File: config.mk
export PLATFORM = sky130hd
export DESIGN_NAME = sscc_core
export DESIGN_NICKNAME = d
export VERILOG_FILES = /design/src/sscc_pkg.sv /design/src/sscc_sync.sv /design/src/sscc_brg.sv /design/src/sscc_core.sv
export SDC_FILE = /design/constraint.sdc
export NUM_CORES = 1
export LEC_CHECK = 0
export ABC_CLOCK_PERIOD_IN_PS = 4800
export BUFFER_PORTS_ARGS = -buffer_cell sky130_fd_sc_hd__buf_2
export CAP_MARGIN = 20
export CORE_ASPECT_RATIO = 1.25
export CORE_MARGIN = 2
export CORE_UTILIZATION = 55
export DETAILED_ROUTE_END_ITERATION = 8
export PLACE_DENSITY = 0.79
export SLEW_MARGIN = 20
export SYNTH_ARGS = -nofsm -noshare
export SYNTH_HDL_FRONTEND = slang
export SYNTH_SLANG_ARGS = --single-unit
export TNS_END_PERCENT = 10
File: constraint.sdc
create_clock -name CLOCK -period 4.8 [get_ports CLOCK]
set_clock_uncertainty 0.2 [all_clocks]
set_input_delay 0.96 -clock CLOCK [delete_from_list [all_inputs] [get_ports CLOCK]]
set_output_delay 0.96 -clock CLOCK [all_outputs]
set_load 0.05 [all_outputs]
File: src/sscc_pkg.sv
// shared constants for the spi shift and clock core
package sscc_pkg;
   localparam int          SSCC_CHAR_BITS     = 8;
   localparam int          SSCC_SYNC_STAGES   = 3;
   localparam int          SSCC_BRG_WIDTH     = 16;
   localparam logic [15:0] SSCC_BRG_RESET     = 16'h0004;
   localparam logic [2:0]  SSCC_LEN_RESET     = 3'h0;
   localparam logic [7:0]  SSCC_DATA_RESET    = 8'h00;
   localparam int          SSCC_CLK_PERIOD_NS = 20;
   localparam int          SSCC_SLAVE_MIN_SCK_CLKS = 8;
   localparam int          SSCC_SLAVE_MIN_SCK_NS   = 160;
   localparam int          SSCC_SLAVE_SCK_CYCLES =
      (SSCC_SLAVE_MIN_SCK_NS + SSCC_CLK_PERIOD_NS - 1) / SSCC_CLK_PERIOD_NS;

   typedef enum logic [2:0] {
      SSCC_IDLE  = 3'b001,
      SSCC_LEAD  = 3'b010,
      SSCC_TRAIL = 3'b100
   } sscc_state_type;
endpackage

File: src/sscc_sync.sv
// three-stage synchroniser with second/third stage agreement
`timescale 1ns/1ps
module sscc_sync #(
   parameter logic RESET_VALUE = 1'b1
) (
   input  wire logic clock,     // system clock
   input  wire logic arst_n,    // async reset, active low
   input  wire logic async_in,  // pin level
   output logic      sync_out   // filtered level
);
   logic [2:0] stage_reg;
   logic [2:0] stage_next;
   logic       out_reg;
   logic       out_next;

   always_comb begin
      stage_next = {stage_reg[1:0], async_in};
      // stage 0 only feeds stage 1
      out_next   = (stage_reg[1] == stage_reg[2]) ? stage_reg[2] : out_reg;
   end

   always_ff @(posedge clock or negedge arst_n) begin
      if (!arst_n) begin
         stage_reg <= {3{RESET_VALUE}};
         out_reg   <= RESET_VALUE;
      end else begin
         stage_reg <= stage_next;
         out_reg   <= out_next;
      end
   end

   assign sync_out = out_reg;
endmodule // sscc_sync

File: src/sscc_brg.sv
// baud-rate generator: one tick every reload clocks while running
`timescale 1ns/1ps
module sscc_brg #(
   parameter int WIDTH = sscc_pkg::SSCC_BRG_WIDTH
) (
   input  wire logic             clock,   // system clock
   input  wire logic             arst_n,  // async reset, active low
   input  wire logic             run,     // count while high
   input  wire logic [WIDTH-1:0] reload,  // half-period in clocks
   output logic                  tick     // one-cycle pulse
);
   logic [WIDTH-1:0] count_reg;
   logic [WIDTH-1:0] count_next;
   logic             tick_reg;
   logic             tick_next;

   always_comb begin
      count_next = count_reg;
      tick_next  = 1'b0;
      if (!run) begin
         count_next = reload;
      end else if (count_reg <= WIDTH'(1)) begin
         // zero reload ticks every clock, same as a reload of one
         count_next = reload;
         tick_next  = 1'b1;
      end else begin
         count_next = count_reg - WIDTH'(1);
      end
   end

   always_ff @(posedge clock or negedge arst_n) begin
      if (!arst_n) begin
         count_reg <= '0;
         tick_reg  <= 1'b0;
      end else begin
         count_reg <= count_next;
         tick_reg  <= tick_next;
      end
   end

   assign tick = tick_reg;
endmodule // sscc_brg

File: src/sscc_core.sv
// spi shift register, clock generation and slave-select handling
`timescale 1ns/1ps
// Summary of operation
// - one 8-bit register shifts out and in
// - single buffered; load only when idle
// - miso input as master, output as slave
// - slave releases miso unselected or disabled
// - mosi driven as master, released disabled
// - master makes sck from baud generator
// - slave ignores sck while not selected
// - character spans char_length_field sck cycles, 8 when the field is 0
// - shift one edge, sample the other
// - sole master: select pin input or output
// - multi-master select low sets collision flag
// - polarity only inverts clock idle level
// - four phase/polarity edge formats applied
// - master data leads receive edge half-cycle
// - both ends share phase and polarity
// - character length 1 to 8 bits
// - write during transfer dropped, sets overrun
module sscc_core #(
   parameter int BRG_WIDTH = sscc_pkg::SSCC_BRG_WIDTH
) (
   input  wire logic                 CLOCK,        // 50 mhz system clock
   input  wire logic                 ARST_N,       // async reset, active low
   input  wire logic                 ENABLE,       // spi function enable
   input  wire logic                 MASTER,       // 1 master, 0 slave
   input  wire logic                 MULTI_MASTER, // select pin watched
   input  wire logic                 SS_OUTPUT,    // sole master drives ss
   input  wire logic                 SS_VALUE,     // level driven on ss
   input  wire logic                 PHASE,        // transfer format
   input  wire logic                 CLOCK_POLARITY_BIT, // sck idle level
   input  wire logic [2:0]           CHAR_LENGTH_FIELD,  // 0 means 8 bits
   input  wire logic [BRG_WIDTH-1:0] BRG_RELOAD,   // half sck period
   input  wire logic [7:0]           WR_DATA,      // data to load
   input  wire logic                 WR_STROBE,    // load pulse
   input  wire logic                 OVR_CLEAR,    // clear overrun pulse
   input  wire logic                 COL_CLEAR,    // clear collision pulse
   input  wire logic                 RD_ACK,       // received data read
   input  wire logic                 SCK_IN,       // sck pin level
   input  wire logic                 SS_N_IN,      // ss pin level
   input  wire logic                 MOSI_IN,      // mosi pin level
   input  wire logic                 MISO_IN,      // miso pin level
   output logic                      SCK_OUT,      // sck drive value
   output logic                      SCK_OE,       // sck drive enable
   output logic                      SS_N_OUT,     // ss drive value
   output logic                      SS_N_OE,      // ss drive enable
   output logic                      MOSI_OUT,     // mosi drive value
   output logic                      MOSI_OE,      // mosi drive enable
   output logic                      MISO_OUT,     // miso drive value
   output logic                      MISO_OE,      // miso drive enable
   output logic [7:0]                RD_DATA,      // shift register contents
   output logic                      BUSY,         // transfer in progress
   output logic                      DONE,         // character complete pulse
   output logic                      RX_FULL,      // received data unread
   output logic                      OVERRUN_FLAG, // write during transfer
   output logic                      COLLISION_FLAG // multi-master fault
);
   logic sck_s;
   logic ss_n_s;
   logic mosi_s;
   logic miso_s;
   logic brg_tick;

   sscc_sync #(.RESET_VALUE(1'b0)) u_sync_sck (
      .clock(CLOCK), .arst_n(ARST_N), .async_in(SCK_IN), .sync_out(sck_s));
   sscc_sync #(.RESET_VALUE(1'b1)) u_sync_ss (
      .clock(CLOCK), .arst_n(ARST_N), .async_in(SS_N_IN), .sync_out(ss_n_s));
   sscc_sync #(.RESET_VALUE(1'b0)) u_sync_mosi (
      .clock(CLOCK), .arst_n(ARST_N), .async_in(MOSI_IN), .sync_out(mosi_s));
   sscc_sync #(.RESET_VALUE(1'b0)) u_sync_miso (
      .clock(CLOCK), .arst_n(ARST_N), .async_in(MISO_IN), .sync_out(miso_s));

   sscc_pkg::sscc_state_type state_reg;
   sscc_pkg::sscc_state_type state_next;
   logic [7:0] shift_reg;
   logic [7:0] shift_next;
   logic [3:0] bits_reg;
   logic [3:0] bits_next;
   logic       sck_reg;
   logic       sck_next;
   logic       sck_prev_reg;
   logic       sck_prev_next;
   logic       out_bit_reg;
   logic       out_bit_next;
   logic       rx_full_reg;
   logic       rx_full_next;
   logic       ovr_reg;
   logic       ovr_next;
   logic       col_reg;
   logic       col_next;
   logic       done_reg;
   logic       done_next;
   logic       sck_oe_reg;
   logic       sck_oe_next;
   logic       ss_out_reg;
   logic       ss_out_next;
   logic       ss_oe_reg;
   logic       ss_oe_next;
   logic       mosi_oe_reg;
   logic       mosi_oe_next;
   logic       miso_oe_reg;
   logic       miso_oe_next;
   logic       busy_reg;
   logic       busy_next;

   logic       master_run;
   logic [3:0] char_len;
   logic       lead_edge;
   logic       trail_edge;
   logic       selected;
   logic       busy;

   assign master_run = ENABLE && MASTER &&
                       (state_reg != sscc_pkg::SSCC_IDLE);

   sscc_brg #(.WIDTH(BRG_WIDTH)) u_brg (
      .clock(CLOCK), .arst_n(ARST_N), .run(master_run),
      .reload(BRG_RELOAD), .tick(brg_tick));

   // zero field selects a full byte
   assign char_len = (CHAR_LENGTH_FIELD == 3'h0) ?
                     4'h8 : {1'b0, CHAR_LENGTH_FIELD};
   assign busy     = (state_reg != sscc_pkg::SSCC_IDLE);
   assign selected = !ss_n_s;

   // slave edges: leading edge leaves idle level, trailing returns
   always_comb begin
      lead_edge  = 1'b0;
      trail_edge = 1'b0;
      // same phase and polarity decode as the far master expects
      if (!MASTER && selected && (sck_s != sck_prev_reg)) begin
         // polarity only says which level is idle
         lead_edge  = (sck_prev_reg == CLOCK_POLARITY_BIT);
         trail_edge = !lead_edge;
      end
   end

   always_comb begin
      state_next    = state_reg;
      shift_next    = shift_reg;
      bits_next     = bits_reg;
      sck_next      = sck_reg;
      sck_prev_next = sck_s;
      out_bit_next  = out_bit_reg;
      rx_full_next  = rx_full_reg && !RD_ACK;
      ovr_next      = ovr_reg && !OVR_CLEAR;
      col_next      = col_reg && !COL_CLEAR;
      done_next     = 1'b0;

      // load only while idle and nothing unread
      if (WR_STROBE) begin
         if (busy) begin
            ovr_next = 1'b1;
         end else if (!rx_full_reg || RD_ACK) begin
            shift_next   = WR_DATA;
            out_bit_next = WR_DATA[7];
            if (ENABLE && MASTER) begin
               state_next = sscc_pkg::SSCC_LEAD;
               bits_next  = 4'h0;
               sck_next   = CLOCK_POLARITY_BIT;
            end
         end
      end

      if (ENABLE && MASTER && MULTI_MASTER && selected) begin
         col_next = 1'b1;
      end

      if (!ENABLE) begin
         state_next = sscc_pkg::SSCC_IDLE;
         sck_next   = CLOCK_POLARITY_BIT;
      end else if (MASTER) begin
         case (state_reg)
            sscc_pkg::SSCC_IDLE: begin
               if (!WR_STROBE) begin
                  sck_next = CLOCK_POLARITY_BIT;
               end
            end
            sscc_pkg::SSCC_LEAD: begin
               if (brg_tick) begin
                  sck_next   = !sck_reg;
                  state_next = sscc_pkg::SSCC_TRAIL;
                  if (PHASE) begin
                     // phase 1 shifts on leading edge
                     out_bit_next = shift_reg[7];
                  end else begin
                     shift_next = {shift_reg[6:0], miso_s};
                  end
               end
            end
            sscc_pkg::SSCC_TRAIL: begin
               if (brg_tick) begin
                  sck_next  = !sck_reg;
                  bits_next = bits_reg + 4'h1;
                  if (PHASE) begin
                     shift_next = {shift_reg[6:0], miso_s};
                  end else begin
                     out_bit_next = shift_reg[7];
                  end
                  if (bits_reg + 4'h1 == char_len) begin
                     state_next   = sscc_pkg::SSCC_IDLE;
                     done_next    = 1'b1;
                     rx_full_next = 1'b1;
                  end else begin
                     state_next = sscc_pkg::SSCC_LEAD;
                  end
               end
            end
            default: state_next = sscc_pkg::SSCC_IDLE;
         endcase
      end else begin
         // slave: busy from first edge to last bit or deselect
         if (!selected) begin
            state_next   = sscc_pkg::SSCC_IDLE;
            bits_next    = 4'h0;
            out_bit_next = shift_reg[7];
         end else if (lead_edge) begin
            state_next = sscc_pkg::SSCC_TRAIL;
            if (PHASE) begin
               out_bit_next = shift_reg[7];
            end else begin
               shift_next = {shift_reg[6:0], mosi_s};
            end
         end else if (trail_edge) begin
            bits_next = bits_reg + 4'h1;
            if (PHASE) begin
               shift_next = {shift_reg[6:0], mosi_s};
            end else begin
               out_bit_next = shift_reg[7];
            end
            if (bits_reg + 4'h1 == char_len) begin
               state_next   = sscc_pkg::SSCC_IDLE;
               bits_next    = 4'h0;
               done_next    = 1'b1;
               rx_full_next = 1'b1;
            end
         end
      end

      sck_oe_next  = ENABLE && MASTER;
      mosi_oe_next = ENABLE && MASTER;
      miso_oe_next = ENABLE && !MASTER && selected;
      ss_oe_next   = ENABLE && MASTER && !MULTI_MASTER && SS_OUTPUT;
      ss_out_next  = SS_VALUE;
      // registered copy keeps the busy pin glitch free
      busy_next    = (state_next != sscc_pkg::SSCC_IDLE);
   end

   always_ff @(posedge CLOCK or negedge ARST_N) begin
      if (!ARST_N) begin
         state_reg    <= sscc_pkg::SSCC_IDLE;
         shift_reg    <= sscc_pkg::SSCC_DATA_RESET;
         bits_reg     <= 4'h0;
         sck_reg      <= 1'b0;
         sck_prev_reg <= 1'b0;
         out_bit_reg  <= 1'b0;
         rx_full_reg  <= 1'b0;
         ovr_reg      <= 1'b0;
         col_reg      <= 1'b0;
         done_reg     <= 1'b0;
         sck_oe_reg   <= 1'b0;
         ss_out_reg   <= 1'b1;
         ss_oe_reg    <= 1'b0;
         mosi_oe_reg  <= 1'b0;
         miso_oe_reg  <= 1'b0;
         busy_reg     <= 1'b0;
      end else begin
         state_reg    <= state_next;
         shift_reg    <= shift_next;
         bits_reg     <= bits_next;
         sck_reg      <= sck_next;
         sck_prev_reg <= sck_prev_next;
         out_bit_reg  <= out_bit_next;
         rx_full_reg  <= rx_full_next;
         ovr_reg      <= ovr_next;
         col_reg      <= col_next;
         done_reg     <= done_next;
         sck_oe_reg   <= sck_oe_next;
         ss_out_reg   <= ss_out_next;
         ss_oe_reg    <= ss_oe_next;
         mosi_oe_reg  <= mosi_oe_next;
         miso_oe_reg  <= miso_oe_next;
         busy_reg     <= busy_next;
      end
   end

   assign SCK_OUT        = sck_reg;
   assign SCK_OE         = sck_oe_reg;
   assign SS_N_OUT       = ss_out_reg;
   assign SS_N_OE        = ss_oe_reg;
   assign MOSI_OUT       = out_bit_reg;
   assign MOSI_OE        = mosi_oe_reg;
   assign MISO_OUT       = out_bit_reg;
   assign MISO_OE        = miso_oe_reg;
   assign RD_DATA        = shift_reg;
   assign BUSY           = busy_reg;
   assign DONE           = done_reg;
   assign RX_FULL        = rx_full_reg;
   assign OVERRUN_FLAG   = ovr_reg;
   assign COLLISION_FLAG = col_reg;
endmodule // sscc_core

==> impl_metrics.toml <==
[power]
p_switching_w = 0.000569
power_density_nw_per_um2 = 396
p_clk_share_pct = 35.1
power_leakage_nw = 1.77
p_seq_share_pct = 39.1
p_int_w = 0.00105
switching_share_pct = 35.2
vdd_ir_drop_max_mv = 0.241
pwr-share-comb_pct = 25.7

[floorplanning]
io_pins = 65
die_area_um2 = 7010
core_area_um2 = 6170
fp.dieH_um = 93.1
die_x_um = 75.3
initial_utilization_pct = 56.7
std_cell_rows = 32

[routing]
route.detailed.drc = 0
first_pass_iters = 5
drt_wl_total_um = 8580
drt_iter0_markers = 197
antenna_left = 0
vias = 3156
vias_per_cell = 6.01
wl_per_cell_um = 16.3

[setup_path]
cp-start-kind = "flip-flop"
cp_num_buf_inv = 0
worst_ep_arrival_time_ps = 2910
crit_chain = "nor3b_4 -> and3_1 -> mux2i_1 -> a22oi_1 -> a211oi_1 -> a211oi_1"
cp-end-kind = "flip-flop"
critPathKind = "flip-flop to flip-flop"
slowest_stage = "dfstp_2"
crit_path_frequent_cell = "a211oi_1"
slowest_delay_ps = 630
cp_top_family = "simple AND/OR/NAND/NOR gates"
crit_required_ps = 4800
cp_max_fo = 10

[synthesis]
synth.top_cells.by_count = "dfrtp_1 (54), nand2_1 (45), o21ai_0 (34)"
synth_most_common_cell = "dfrtp_1"
synth_cell_types = 66
yosys_warnings = 0
synth_top_cells_by_area = "dfrtp_1 (39%), o21ai_0 (4.9%), nand2_1 (4.8%), dfstp_2 (4.5%), mux2i_1 (4.0%)"
synth.area.mux_share_pct = 4.33
avgSynthCellArea_um2 = 9.22
synth_top_family_by_area = "compound AO/OA/AOI/OAI gates"
synthCells = 379
async_flop_share_pct = 100
synth.largest_area_cell = "dfrtp_1"
synth_edf_count = 0
syn-num-nets = 426
netlist_area_um2 = 3490
synth-compound-area-share_pct = 21.3
synth_top_flop_cell = "dfrtp_1"
synth_fa_ha_area_share_pct = 2.22
synth_seq_cells = 60
synth_top_area_share_pct = 38.7
synthSimpleGateAreaFrac_pct = 19.3
synth_xor_area_share_pct = 5.41
synth_seq_area_share_pct = 43.2

[grt]
grt_max_degree = 35
grt_pass1_vias = 3149
grt_usage_pct = 27.1
antenna_found_initial = 0
grt_pass1_wl_um = 14400
grt-ovfl-total = 0

[clock_tree]
clockBufferDepth = 2
post_cts_buffers = 0
root_buffer = "clkbuf_8"
post_cts_resize_count = 0
cts_sinks = 60
cts_tree = "done"
cts-htree-levels = 3
numCtsBuffers = 9
holdBufCountCts = 0
clk_pin_slew_ps = 70
clock_latency_ps = 350

[sta]
fin_ws_ps = 1890
max_slew.worst_pin.slew_ps = 821
rsz0062_at_grt = "no"
finalCriticalPeriod_ps = 2910
final.period_utilization_pct = 60.6
fmax_ghz = 0.344
setup_viol = 0
whs_ps = 149
finalMaxSlewViolations = 0
slew_headroom_pct = 45.1
hold_viol = 0
setup_tns_ps = 0

[placed_design]
place_hpwl_um = 5950
port_buffers = 64
place.gp.congestion = 0.984
place_area_um2 = 3830
pre_cts_ws_ps = 1720

[outcome]
status = "completed"

[worst_hold_path]
hp-class = "flip-flop to flip-flop"

[run]
timing.max_cap.violations = 0

[cells_and_area]
n_antenna_cell = 0
largest_reg_flops = 16
nFillCells = 529
finish.instance_area_um2 = 4080
final_layout_size_suffix_gt1_share_pct = 22.5
final_nets = 482
syn_to_final_growth_pct = 16.8
cells by family after synthesis:
group                      count (synthesis)
and+or+nand+nor                          133
AOI/OAI and AO/OA                        109
DFF                                       60
buffers and inverters                     35
xor gates and xnor gates                  20
muxes                                     15
adders and majority gates                  7
power groups by stage:
stage / clock network (W) / registers [W] / logic, W
2_1_floorplan: 0 / 0.000715 / 0.000223
3_3_place_gp: 0 / 0.000637 / 0.000404
3_5_place_dp: 0 / 0.000639 / 0.000413
4_1_cts: 0.000580 / 0.000631 / 0.000416
5_1_grt: 0.000604 / 0.000641 / 0.000452
6_report: 0.000568 / 0.000633 / 0.000416
per-layer routing:
layer  part of all wire [%]  GRT usage, %  vias up
li1                       -             -     1483
met5                      0             0        -
met1                     41          32.4     1500
met2                     50          45.1      139
met4                    3.3          12.7        0
met3                    5.9          6.03       34
metrics by stage:
step                util [%]  instances  total power [W]
floorplan                  -        379         0.000939
global placement        62.2        509          0.00104
detailed placement      62.2        509          0.00105
CTS                     66.2        525          0.00163
global route            66.2        525          0.00170
finish                  66.2        525          0.00162
final timing paths:
| path | from | end | slack, ps | depth (start not counted) |
|---|---|---|---|---|
| min in group asynchronous | ARST_N | RD_DATA[5] | 420 | 1 |
| max | state_reg[0] | RD_DATA[0] | 1890 | 6 |
| max reg2reg | state_reg[0] | RD_DATA[0] | 1890 | 6 |
| max in group asynchronous | ARST_N | u_sync_ss.sync_out | 3070 | 2 |
| min reg2reg | u_sync_sck.stage_reg[0] | u_sync_sck.stage_reg[1] | 150 | 0 |
| min | u_sync_sck.stage_reg[0] | u_sync_sck.stage_reg[1] | 150 | 0 |
area by class of cell:
class                           instances  area (um^2)  area share [%]
Sequential cell                        60         1510            37.0
Tap cell                               85          106            2.61
Clock buffer                            9          124            3.04
Timing Repair Buffer                   65          328            8.03
Inverter                               15         56.3            1.38
Clock inverter                          7          123            3.01
Multi-Input combinational cell        284         1830            45.0
cells in the final DEF (no fill, tap or decap), drive strengths merged, types with 4 or more instances in the layout:
cell type  count
nor2          28
xnor2         12
nor3          16
buf           65
nand2         45
a31oi          4
dfstp          6
inv           16
nand2b         8
a21oi         16
dfrtp         54
a211oi         6
xor2           7
nand3          8
maj3           4
o211ai         4
o2bb2ai        6
o21ai         39
mux2i         14
a221o          4
clkbuf         9
(Power assumes the default switching activity.)
